<file path="config.mk">
export PLATFORM = sky130hd
export DESIGN_NAME = sysopt_regs
export DESIGN_NICKNAME = d
export VERILOG_FILES = /design/src/core/sysopt_pkg.sv /design/src/core/sysopt_clkdiv_if.sv /design/src/core/sysopt_regs.sv /design/src/core/sysopt_clkdiv.sv
export SDC_FILE = /design/constraint.sdc
export NUM_CORES = 1
export LEC_CHECK = 0
export ABC_CLOCK_PERIOD_IN_PS = 2150
export BUFFER_PORTS_ARGS = -buffer_cell sky130_fd_sc_hd__buf_2
export CORE_AREA = 5 5 64 66
export CTS_BUF_LIST = sky130_fd_sc_hd__clkbuf_16
export DETAILED_ROUTE_END_ITERATION = 7
export DIE_AREA = 0 0 69 71
export GPL_TIMING_DRIVEN = 0
export PLACE_DENSITY_LB_ADDON = 0.25
export SYNTH_ARGS = -nofsm -noshare
export SYNTH_HDL_FRONTEND = slang
export SYNTH_HIERARCHICAL = 1
export SYNTH_SLANG_ARGS = --single-unit
</file>
<file path="constraint.sdc">
create_clock -name clk_sys -period 2.15 [get_ports clk_sys]
set_clock_uncertainty 0.1 [all_clocks]
set_input_delay 0 -clock clk_sys [delete_from_list [all_inputs] [get_ports clk_sys]]
set_output_delay 0 -clock clk_sys [all_outputs]
set_load 0.01 [all_outputs]
</file>
<file path="src/core/sysopt_pkg.sv">
package sysopt_pkg;

  typedef logic [7:0] sysopt_byte_t;

  localparam int SYSOPT_ADDR_W = 8;
  localparam int SYSOPT_DIV_W = 3;

  localparam logic [7:0] SYSOPT_OFS_RESET_STATUS = 8'h00;
  localparam logic [7:0] SYSOPT_OFS_OPTIONS = 8'h01;
  localparam logic [7:0] SYSOPT_OFS_CLKOUT = 8'h02;
  localparam logic [7:0] SYSOPT_OFS_IDENT_HIGH = 8'h03;
  localparam logic [7:0] SYSOPT_OFS_IDENT_LOW = 8'h04;
  localparam logic [7:0] SYSOPT_OFS_BLOCK_STATUS = 8'h05;

  localparam int SYSOPT_BIT_WDOG_EN = 7;
  localparam int SYSOPT_BIT_WDOG_LONG = 6;
  localparam int SYSOPT_BIT_STOP_ALLOW = 5;
  localparam int SYSOPT_BIT_WAIT_ALLOW = 4;

  localparam int SYSOPT_BIT_CLKOUT_EN = 4;
  localparam int SYSOPT_DIV_LSB = 0;

  localparam int SYSOPT_BIT_STAT_LOCKED = 0;
  localparam int SYSOPT_BIT_STAT_STOP_FAULT = 1;
  localparam int SYSOPT_BIT_STAT_CLKOUT_RUN = 2;

  localparam logic SYSOPT_RST_WDOG_EN = 1'b1;
  localparam logic SYSOPT_RST_WDOG_LONG = 1'b1;
  localparam logic SYSOPT_RST_STOP_ALLOW = 1'b0;
  localparam logic SYSOPT_RST_WAIT_ALLOW = 1'b1;
  localparam logic SYSOPT_RST_CLKOUT_EN = 1'b0;
  localparam logic [2:0] SYSOPT_RST_DIV = 3'h0;
  localparam logic [7:0] SYSOPT_RST_RESET_STATUS = 8'h00;

  // arbitrary identifier value
  localparam logic [11:0] SYSOPT_PART_IDENT = 12'h5A3;

endpackage

</file>
<file path="src/core/sysopt_clkdiv_if.sv">
interface sysopt_clkdiv_if;
  import sysopt_pkg::*;

  logic enable;
  logic [SYSOPT_DIV_W-1:0] divide;
  logic clk_out;

  modport ctl (
    output enable,
    output divide,
    input clk_out
  );

  modport div (
    input enable,
    input divide,
    output clk_out
  );
endinterface

</file>
<file path="src/core/sysopt_regs.sv">
// Decided for this implementation: the register addresses and the strobed register port.
module sysopt_regs
  import sysopt_pkg::*;
(
  input wire logic clk_sys,
  input wire logic sys_rst,
  // register port
  input wire logic [SYSOPT_ADDR_W-1:0] reg_addr,
  input wire logic [7:0] reg_wdata,
  input wire logic reg_wr,
  input wire logic reg_rd,
  output logic [7:0] reg_rdata,
  // reset cause from reset controller, same clock
  input wire logic [7:0] reset_cause,
  // processor side, same clock
  input wire logic stop_attempt,
  input wire logic illegal_op_reset_disable,
  // option outputs
  output logic watchdog_enable,
  output logic watchdog_long_timeout,
  output logic stop_allow,
  output logic wait_allow,
  output logic watchdog_restart,
  output logic stop_mode_grant,
  output logic wait_mode_grant,
  output logic illegal_stop_reset,
  // clock output pin
  output logic clkout_port_pin,
  output logic clkout_port_oe
);

  // option bits
  logic options_locked;
  logic next_options_locked;
  logic next_watchdog_enable;
  logic next_watchdog_long_timeout;
  logic next_stop_allow;
  logic next_wait_allow;

  // clock output control
  logic clkout_pin_enable;
  logic [SYSOPT_DIV_W-1:0] clkout_divide_select;

  // reset source status
  logic [7:0] reset_source_status;
  logic cause_captured;

  // read path
  logic [7:0] next_rdata;

  // divider link
  sysopt_clkdiv_if clkdiv_link ();

  // address decode
  wire sel_status = (reg_addr == SYSOPT_OFS_RESET_STATUS);
  wire sel_options = (reg_addr == SYSOPT_OFS_OPTIONS);
  wire sel_clkout = (reg_addr == SYSOPT_OFS_CLKOUT);
  wire sel_ident_high = (reg_addr == SYSOPT_OFS_IDENT_HIGH);
  wire sel_ident_low = (reg_addr == SYSOPT_OFS_IDENT_LOW);
  wire sel_block_status = (reg_addr == SYSOPT_OFS_BLOCK_STATUS);

  wire wr_status = reg_wr && sel_status;
  wire wr_options = reg_wr && sel_options;
  wire wr_clkout = reg_wr && sel_clkout;

  // write-once group accepts only while unlocked
  wire once_write_ok = wr_options && !options_locked;

  // incoming option values
  wire in_wdog_en = reg_wdata[SYSOPT_BIT_WDOG_EN];
  wire in_wdog_long = reg_wdata[SYSOPT_BIT_WDOG_LONG];
  wire in_stop_allow = reg_wdata[SYSOPT_BIT_STOP_ALLOW];
  wire in_wait_allow = reg_wdata[SYSOPT_BIT_WAIT_ALLOW];
  wire in_clkout_en = reg_wdata[SYSOPT_BIT_CLKOUT_EN];
  wire [SYSOPT_DIV_W-1:0] in_divide = reg_wdata[SYSOPT_DIV_LSB +: SYSOPT_DIV_W];

  // stop instruction qualifiers
  wire both_modes_off = !stop_allow && !wait_allow;
  wire stop_fault = stop_attempt && both_modes_off;
  wire stop_fault_resets = stop_fault && !illegal_op_reset_disable;
  wire stop_ok = stop_attempt && stop_allow;
  wire wait_ok = stop_attempt && !stop_allow && wait_allow;

  // divided clock running on the pin
  wire clkout_running = clkout_pin_enable && (clkout_divide_select != '0);

  // read values
  wire [7:0] rd_options = {
    watchdog_enable,
    watchdog_long_timeout,
    stop_allow,
    wait_allow,
    4'h0
  };
  wire [7:0] rd_clkout = {
    3'h0,
    clkout_pin_enable,
    1'b0,
    clkout_divide_select
  };
  wire [7:0] rd_ident_high = {4'h0, SYSOPT_PART_IDENT[11:8]};
  wire [7:0] rd_ident_low = SYSOPT_PART_IDENT[7:0];
  wire [7:0] rd_block_status = {
    5'h00,
    clkout_running,
    both_modes_off,
    options_locked
  };

  // next option values
  always_comb begin
    next_options_locked = options_locked;
    next_watchdog_enable = watchdog_enable;
    next_watchdog_long_timeout = watchdog_long_timeout;
    next_stop_allow = stop_allow;
    next_wait_allow = wait_allow;
    if (once_write_ok) begin
      next_options_locked = 1'b1;
      next_watchdog_enable = in_wdog_en;
      next_watchdog_long_timeout = in_wdog_long;
      next_stop_allow = in_stop_allow;
    end
    if (wr_options) begin
      next_wait_allow = in_wait_allow;
    end
  end

  // read multiplexer
  always_comb begin
    next_rdata = 8'h00;
    if (reg_rd) begin
      case (1'b1)
        sel_status: next_rdata = reset_source_status;
        sel_options: next_rdata = rd_options;
        sel_clkout: next_rdata = rd_clkout;
        sel_ident_high: next_rdata = rd_ident_high;
        sel_ident_low: next_rdata = rd_ident_low;
        sel_block_status: next_rdata = rd_block_status;
        default: next_rdata = 8'h00;
      endcase
    end
  end

  // option registers
  always_ff @(posedge clk_sys or posedge sys_rst) begin
    if (sys_rst) begin
      options_locked <= 1'b0;
      watchdog_enable <= SYSOPT_RST_WDOG_EN;
      watchdog_long_timeout <= SYSOPT_RST_WDOG_LONG;
      stop_allow <= SYSOPT_RST_STOP_ALLOW;
      wait_allow <= SYSOPT_RST_WAIT_ALLOW;
    end else begin
      options_locked <= next_options_locked;
      watchdog_enable <= next_watchdog_enable;
      watchdog_long_timeout <= next_watchdog_long_timeout;
      stop_allow <= next_stop_allow;
      wait_allow <= next_wait_allow;
    end
  end

  // clock output control
  always_ff @(posedge clk_sys or posedge sys_rst) begin
    if (sys_rst) begin
      clkout_pin_enable <= SYSOPT_RST_CLKOUT_EN;
      clkout_divide_select <= SYSOPT_RST_DIV;
    end else if (wr_clkout) begin
      clkout_pin_enable <= in_clkout_en;
      clkout_divide_select <= in_divide;
    end
  end

  // pin drive follows the enable
  always_ff @(posedge clk_sys or posedge sys_rst) begin
    if (sys_rst) begin
      clkout_port_oe <= 1'b0;
    end else begin
      clkout_port_oe <= clkout_pin_enable;
    end
  end

  // reset cause caught once after release
  always_ff @(posedge clk_sys or posedge sys_rst) begin
    if (sys_rst) begin
      reset_source_status <= SYSOPT_RST_RESET_STATUS;
      cause_captured <= 1'b0;
    end else if (!cause_captured) begin
      reset_source_status <= {reset_cause[7:1], 1'b0};
      cause_captured <= 1'b1;
    end
  end

  // watchdog restart on status write, contents kept
  always_ff @(posedge clk_sys or posedge sys_rst) begin
    if (sys_rst) begin
      watchdog_restart <= 1'b0;
    end else begin
      watchdog_restart <= wr_status;
    end
  end

  // stop instruction outcome
  always_ff @(posedge clk_sys or posedge sys_rst) begin
    if (sys_rst) begin
      stop_mode_grant <= 1'b0;
      wait_mode_grant <= 1'b0;
      illegal_stop_reset <= 1'b0;
    end else begin
      stop_mode_grant <= stop_ok;
      wait_mode_grant <= wait_ok;
      illegal_stop_reset <= stop_fault_resets;
    end
  end

  // read data, one cycle after the strobe
  always_ff @(posedge clk_sys or posedge sys_rst) begin
    if (sys_rst) begin
      reg_rdata <= 8'h00;
    end else begin
      reg_rdata <= next_rdata;
    end
  end

  // divider driven from the control register
  assign clkdiv_link.enable = clkout_pin_enable;
  assign clkdiv_link.divide = clkout_divide_select;
  assign clkout_port_pin = clkdiv_link.clk_out;

  sysopt_clkdiv u_clkdiv (
    .clk_sys(clk_sys),
    .sys_rst(sys_rst),
    .port(clkdiv_link.div)
  );

endmodule

</file>
<file path="src/core/sysopt_clkdiv.sv">
module sysopt_clkdiv
  import sysopt_pkg::*;
(
  input wire logic clk_sys,
  input wire logic sys_rst,
  sysopt_clkdiv_if.div port
);

  logic [SYSOPT_DIV_W-1:0] half_count;
  logic out_level;
  logic [SYSOPT_DIV_W-1:0] prev_divide;

  wire div_zero = (port.divide == '0);
  wire running = port.enable && !div_zero;
  wire div_changed = (port.divide != prev_divide);
  wire half_done = (half_count == port.divide - 3'h1);

  // toggles every N bus cycles, period 2N
  always_ff @(posedge clk_sys or posedge sys_rst) begin
    if (sys_rst) begin
      half_count <= '0;
      out_level <= 1'b0;
      prev_divide <= '0;
    end else begin
      prev_divide <= port.divide;
      if (!running || div_changed) begin
        half_count <= '0;
        out_level <= 1'b0;
      end else if (half_done) begin
        half_count <= '0;
        out_level <= !out_level;
      end else begin
        half_count <= half_count + 3'h1;
      end
    end
  end

  assign port.clk_out = out_level;

endmodule

</file>
==> run_results.csv <==
group,metric,value,unit
critical_path,cp_slowest_stage_delay,480,ps
run_status,outcome,"finished, final reports clean",
synth,postSynthNetCount,162,
clocking,clk_latency,280,ps
power_and_ir_drop,switching_power,0.000356,W
die,row_cnt,22,
synth,synthesized_area_fraction_occupied_by_xor_and_xnor_cells,4.22,%
placement,instance_area_at_placement,0.00194,mm²
layout,multi_input_area,688,µm²
synth,synthesis.area,0.00166,mm²
layout,fin_area,0.00236,mm²
layout,growth_of_design_area_from_synthesis_to_finish,42.2,%
clocking,cts-root-buf,"sky130_fd_sc_hd__clkbuf_16",
clocking,tritoncts,"done",
synth,synth-simple-area-share,17.9,%
placement,post-place-ws,354,ps
grt,grt_remaining_overflow,0,
job,cap_violations,0,
placement,dp_hpwl,2490,µm
critical_path,timing.critical_path.mode_cell,"sky130_fd_sc_hd__ha_1",
grt,track_usage,16.0,%
clocking,clock_sinks,37,
critical_path,worstPathCellList,"inv_1 > ha_1 > ha_1 > xnor2_1 > nor3_4 > mux2i_1",
critical_path,crit_slowest_cell,"sky130_fd_sc_hd__dfrtp_1",
routing,wl_per_cell,14.0,µm
power_and_ir_drop,totalPowerFinal,0.00184,W
sta,timing_hold_violations_final,0,
synth,synth_cells,129,
sta,worstMarginPinSlew,1070,ps
sta,max_freq,558,MHz
critical_path,critPathBufInv,1,
critical_path,worst-endpoint-required,2250,ps
critical_path,worstSetupStartpointType,"flip-flop",
synth,ys_types,35,
synth,synthesized_area_fraction_occupied_by_ao_oa_aoi_and_oai_cells,4.83,%
placement,gpl.final_weighted_congestion,0.746,
grt,first_global_vias,1315,
critical_path,crit_fanout,7,
min_path,worst_hold_class,"input pin to flip-flop",
synth,synthArstFlopShare,100,%
layout,fin_nets,236,
layout,n_antenna_cell,0,
clocking,htree_levels,2,
critical_path,critical_path.reg2reg.startpoint,"clkdiv_link.divide[0]",
sta,finalMaxSlewViolations,0,
grt,grt_max_degree,31,
clocking,cts_repair_resize_count,0,
die,die_w,69,µm
sta,finalSetupTns,0,ps
synth,synth-main-ff-cell,"sky130_fd_sc_hd__dfrtp_1",
power_and_ir_drop,clock_power_share,49.9,%
critical_path,crit_path_end_kind,"flip-flop",
die,total_die_area,0.00490,mm²
routing,drt-vias-per-instance,4.84,
sta,final_period_minus_worst_setup_slack,1790,ps
die,core,0.00352,mm²
synth,synth_enable_flop_cells,0,
sta,unrepaired_setup_endpoints_after_global_routing,"false",
clocking,worst_setup_hold_path_clk_slew,50,ps
layout,core_occupancy_in_the_finished_layout,67.0,%
routing,drt-initial-drc-count,27,
die,io_pins,48,
power_and_ir_drop,netSwitchingFraction,19.4,%
grt,grt_pass1_wl,6130,µm
power_and_ir_drop,pwr-share-comb,9.2,%
die,die_y,71,µm
routing,postRouteWirelength,3530,µm
power_and_ir_drop,power.ir.vdd_worst,0.455,mV
sta,max_slew_margin,28.4,%
synth,seq_area_frac_synth,56.0,%
synth,postSynthAreaPerCell,12.9,µm²
routing,drcViolationCount,0,
critical_path,path_class,"flip-flop to flip-flop",
power_and_ir_drop,leakagePower,1.15,nW
power_and_ir_drop,power.density_cell_area,779,mW/mm²
synth,synthesis_warnings,6,
layout,sequential_cell_area,930,µm²
power_and_ir_drop,internal_power,0.00148,W
min_path,hp-start,"reg_addr[7]",
layout,fillers,288,
critical_path,worstSetupStartpoint,"clkdiv_link.divide[0]",
placement,port_buffers,44,
routing,num_vias,1220,
layout,final_layout_size_suffix_gt1_share,39.2,%
synth,synth_mux_area_share,12.0,%
sta,timing.final.setup_violations,0,
sta,portion_of_the_clock_cycle_consumed_by_the_worst_path_in_the_final_layout,83.3,%
routing,detail-route-antenna-nets,0,
synth,yosys_register_bits,37,
synth,synthAdderAreaFrac,2.26,%
synth,synth_top_family_by_area,"simple AND/OR/NAND/NOR gates",
grt,antenna_violations_before_repair,0,
die,start_util,47.1,%
clocking,numCtsBuffers,5,
power_and_ir_drop,sequentialPowerShare,40.8,%
clocking,cts_max_path_buffers,2,
critical_path,worst_ep_arrival_time,1890,ps
critical_path,timing.critical_path.max_delay_family,"adder cells",
routing,detailedRoute.firstPassIterationCount,4,
sta,finalWorstSetupSlack,358,ps
==> timing repair <==
item / in CTS / in global routing
buffers inserted: 0 / 0
setup endpoints to repair: 0 / 0
hold endpoints to repair: 56 / 0
hold buffers: 23 / 0
==> cells in the final DEF, fill, tap and decap left out, types with 3 or more instances in the layout <==
| master | synthesis | routed |
|---|---|---|
| sky130_fd_sc_hd__a21oi_1 | 3 | 3 |
| sky130_fd_sc_hd__buf_2 | 0 | 44 |
| sky130_fd_sc_hd__clkbuf_16 | 0 | 5 |
| sky130_fd_sc_hd__dfrtp_1 | 34 | 34 |
| sky130_fd_sc_hd__dfstp_2 | 3 | 3 |
| sky130_fd_sc_hd__dlygate4sd3_1 | 0 | 23 |
| sky130_fd_sc_hd__ha_1 | 3 | 3 |
| sky130_fd_sc_hd__inv_1 | 7 | 7 |
| sky130_fd_sc_hd__mux2_2 | 15 | 15 |
| sky130_fd_sc_hd__mux2i_1 | 3 | 3 |
| sky130_fd_sc_hd__nand4_1 | 4 | 4 |
| sky130_fd_sc_hd__nor2_1 | 5 | 5 |
| sky130_fd_sc_hd__nor2b_1 | 3 | 3 |
| sky130_fd_sc_hd__nor3_1 | 6 | 6 |
| sky130_fd_sc_hd__o21ai_0 | 3 | 3 |
| sky130_fd_sc_hd__o2bb2ai_1 | 3 | 3 |
| sky130_fd_sc_hd__xnor2_1 | 8 | 8 |
==> cells in the mapped netlist (2+ instances only) <==
master / instances / area, µm²
sky130_fd_sc_hd__ha_1: 3 / 37.5
sky130_fd_sc_hd__o2bb2ai_1: 3 / 26.3
sky130_fd_sc_hd__nor3b_1: 2 / 15.0
sky130_fd_sc_hd__nor3_1: 6 / 30.0
sky130_fd_sc_hd__nand4_1: 4 / 25.0
sky130_fd_sc_hd__and3_2: 2 / 15.0
sky130_fd_sc_hd__and2_1: 2 / 12.5
sky130_fd_sc_hd__clkbuf_1: 2 / 7.51
sky130_fd_sc_hd__dfstp_2: 3 / 78.8
sky130_fd_sc_hd__xnor2_1: 8 / 70.1
sky130_fd_sc_hd__dfrtp_1: 34 / 851
sky130_fd_sc_hd__inv_1: 7 / 26.3
sky130_fd_sc_hd__mux2_2: 15 / 169
sky130_fd_sc_hd__nand2b_1: 2 / 12.5
sky130_fd_sc_hd__o21ai_0: 3 / 15.0
sky130_fd_sc_hd__a21oi_1: 3 / 15.0
sky130_fd_sc_hd__nor2_1: 5 / 18.8
sky130_fd_sc_hd__and3b_1: 2 / 17.5
sky130_fd_sc_hd__nor4_4: 2 / 42.5
sky130_fd_sc_hd__nor2b_1: 3 / 18.8
sky130_fd_sc_hd__mux2i_1: 3 / 30.0
sky130_fd_sc_hd__or3_1: 2 / 12.5
==> path summary, 6_finish.rpt <==
kind	endpoint	cells past startpoint	slack (ps)
min reg2reg	reg_rdata[1]	1	380
min in group asynchronous	u_clkdiv/port.clk_out	3	100
max in group asynchronous	reset_source_status[5]	3	850
max reg2reg	u_clkdiv/port.clk_out	6	360
max	u_clkdiv/port.clk_out	6	360
min	reg_rdata[0]	4	30
==> through the flow <==
step	hold slack [ps]	cells
4_1_cts	23.0	252
6_report	27.0	252
3_5_place_dp	-146	221
2_1_floorplan	-297	129
3_3_place_gp	-156	221
5_1_grt	37.5	252
==> state kept, by name, summed over array words and instances, names as in the netlist <==
register / count
reg_rdata: 8
reset_source_status: 7
clkdiv_link.divide: 3
u_clkdiv/half_count: 3
u_clkdiv/prev_divide: 3
cause_captured: 1
clkdiv_link.enable: 1
clkout_port_oe: 1
illegal_stop_reset: 1
options_locked: 1
stop_allow: 1
stop_mode_grant: 1
u_clkdiv/port.clk_out: 1
wait_allow: 1
wait_mode_grant: 1
watchdog_enable: 1
watchdog_long_timeout: 1
watchdog_restart: 1
==> area by class of cell <==
type,count,area share [%]
multi-input combinational,82,29.2
sequential,37,39.4
clock buffer,5,5.30
clock inverter,3,2.76
timing repair buffer,67,19.1
buffer,3,0.636
tap,48,2.55
inverter,7,1.11
==> per-layer routing <==
layer	track usage, %	wire (µm)	vias to the layer above
met4	6.51	66	0
met1	18.2	1330	576
li1	-	-	607
met2	28.4	1970	30
met5	0	0	-
met3	4.69	156	7
==> power by group through the flow <==
stage          combinational [W]  clock, W  sequential (W)
3_5_place_dp            0.000141         0        0.000762
2_1_floorplan          0.0000861         0        0.000759
5_1_grt                 0.000190  0.000971        0.000754
4_1_cts                 0.000172  0.000938        0.000750
6_report                0.000170  0.000918        0.000750
3_3_place_gp            0.000135         0        0.000761
==> logic make-up (layout without fill, tap and decap cells) <==
| group | after synthesis | count (layout) |
|---|---|---|
| and+or+nand+nor | 40 | 40 |
| DFF | 37 | 37 |
| muxes | 18 | 18 |
| AOI/OAI and AO/OA | 12 | 12 |
| buffers and inverters | 10 | 85 |
| xor gates and xnor gates | 8 | 8 |
| adders and majority gates | 3 | 3 |
| other | 1 | 1 |
==> worst reg2reg max path, cell delays in order, from the launching register on <==
cell,delay [ps]
sky130_fd_sc_hd__dfrtp_1,480
sky130_fd_sc_hd__inv_1,80
sky130_fd_sc_hd__ha_1,200
sky130_fd_sc_hd__ha_1,290
sky130_fd_sc_hd__xnor2_1,160
sky130_fd_sc_hd__nor3_4,210
sky130_fd_sc_hd__mux2i_1,210
No activity file was read; power rests on OpenSTA's default activity.
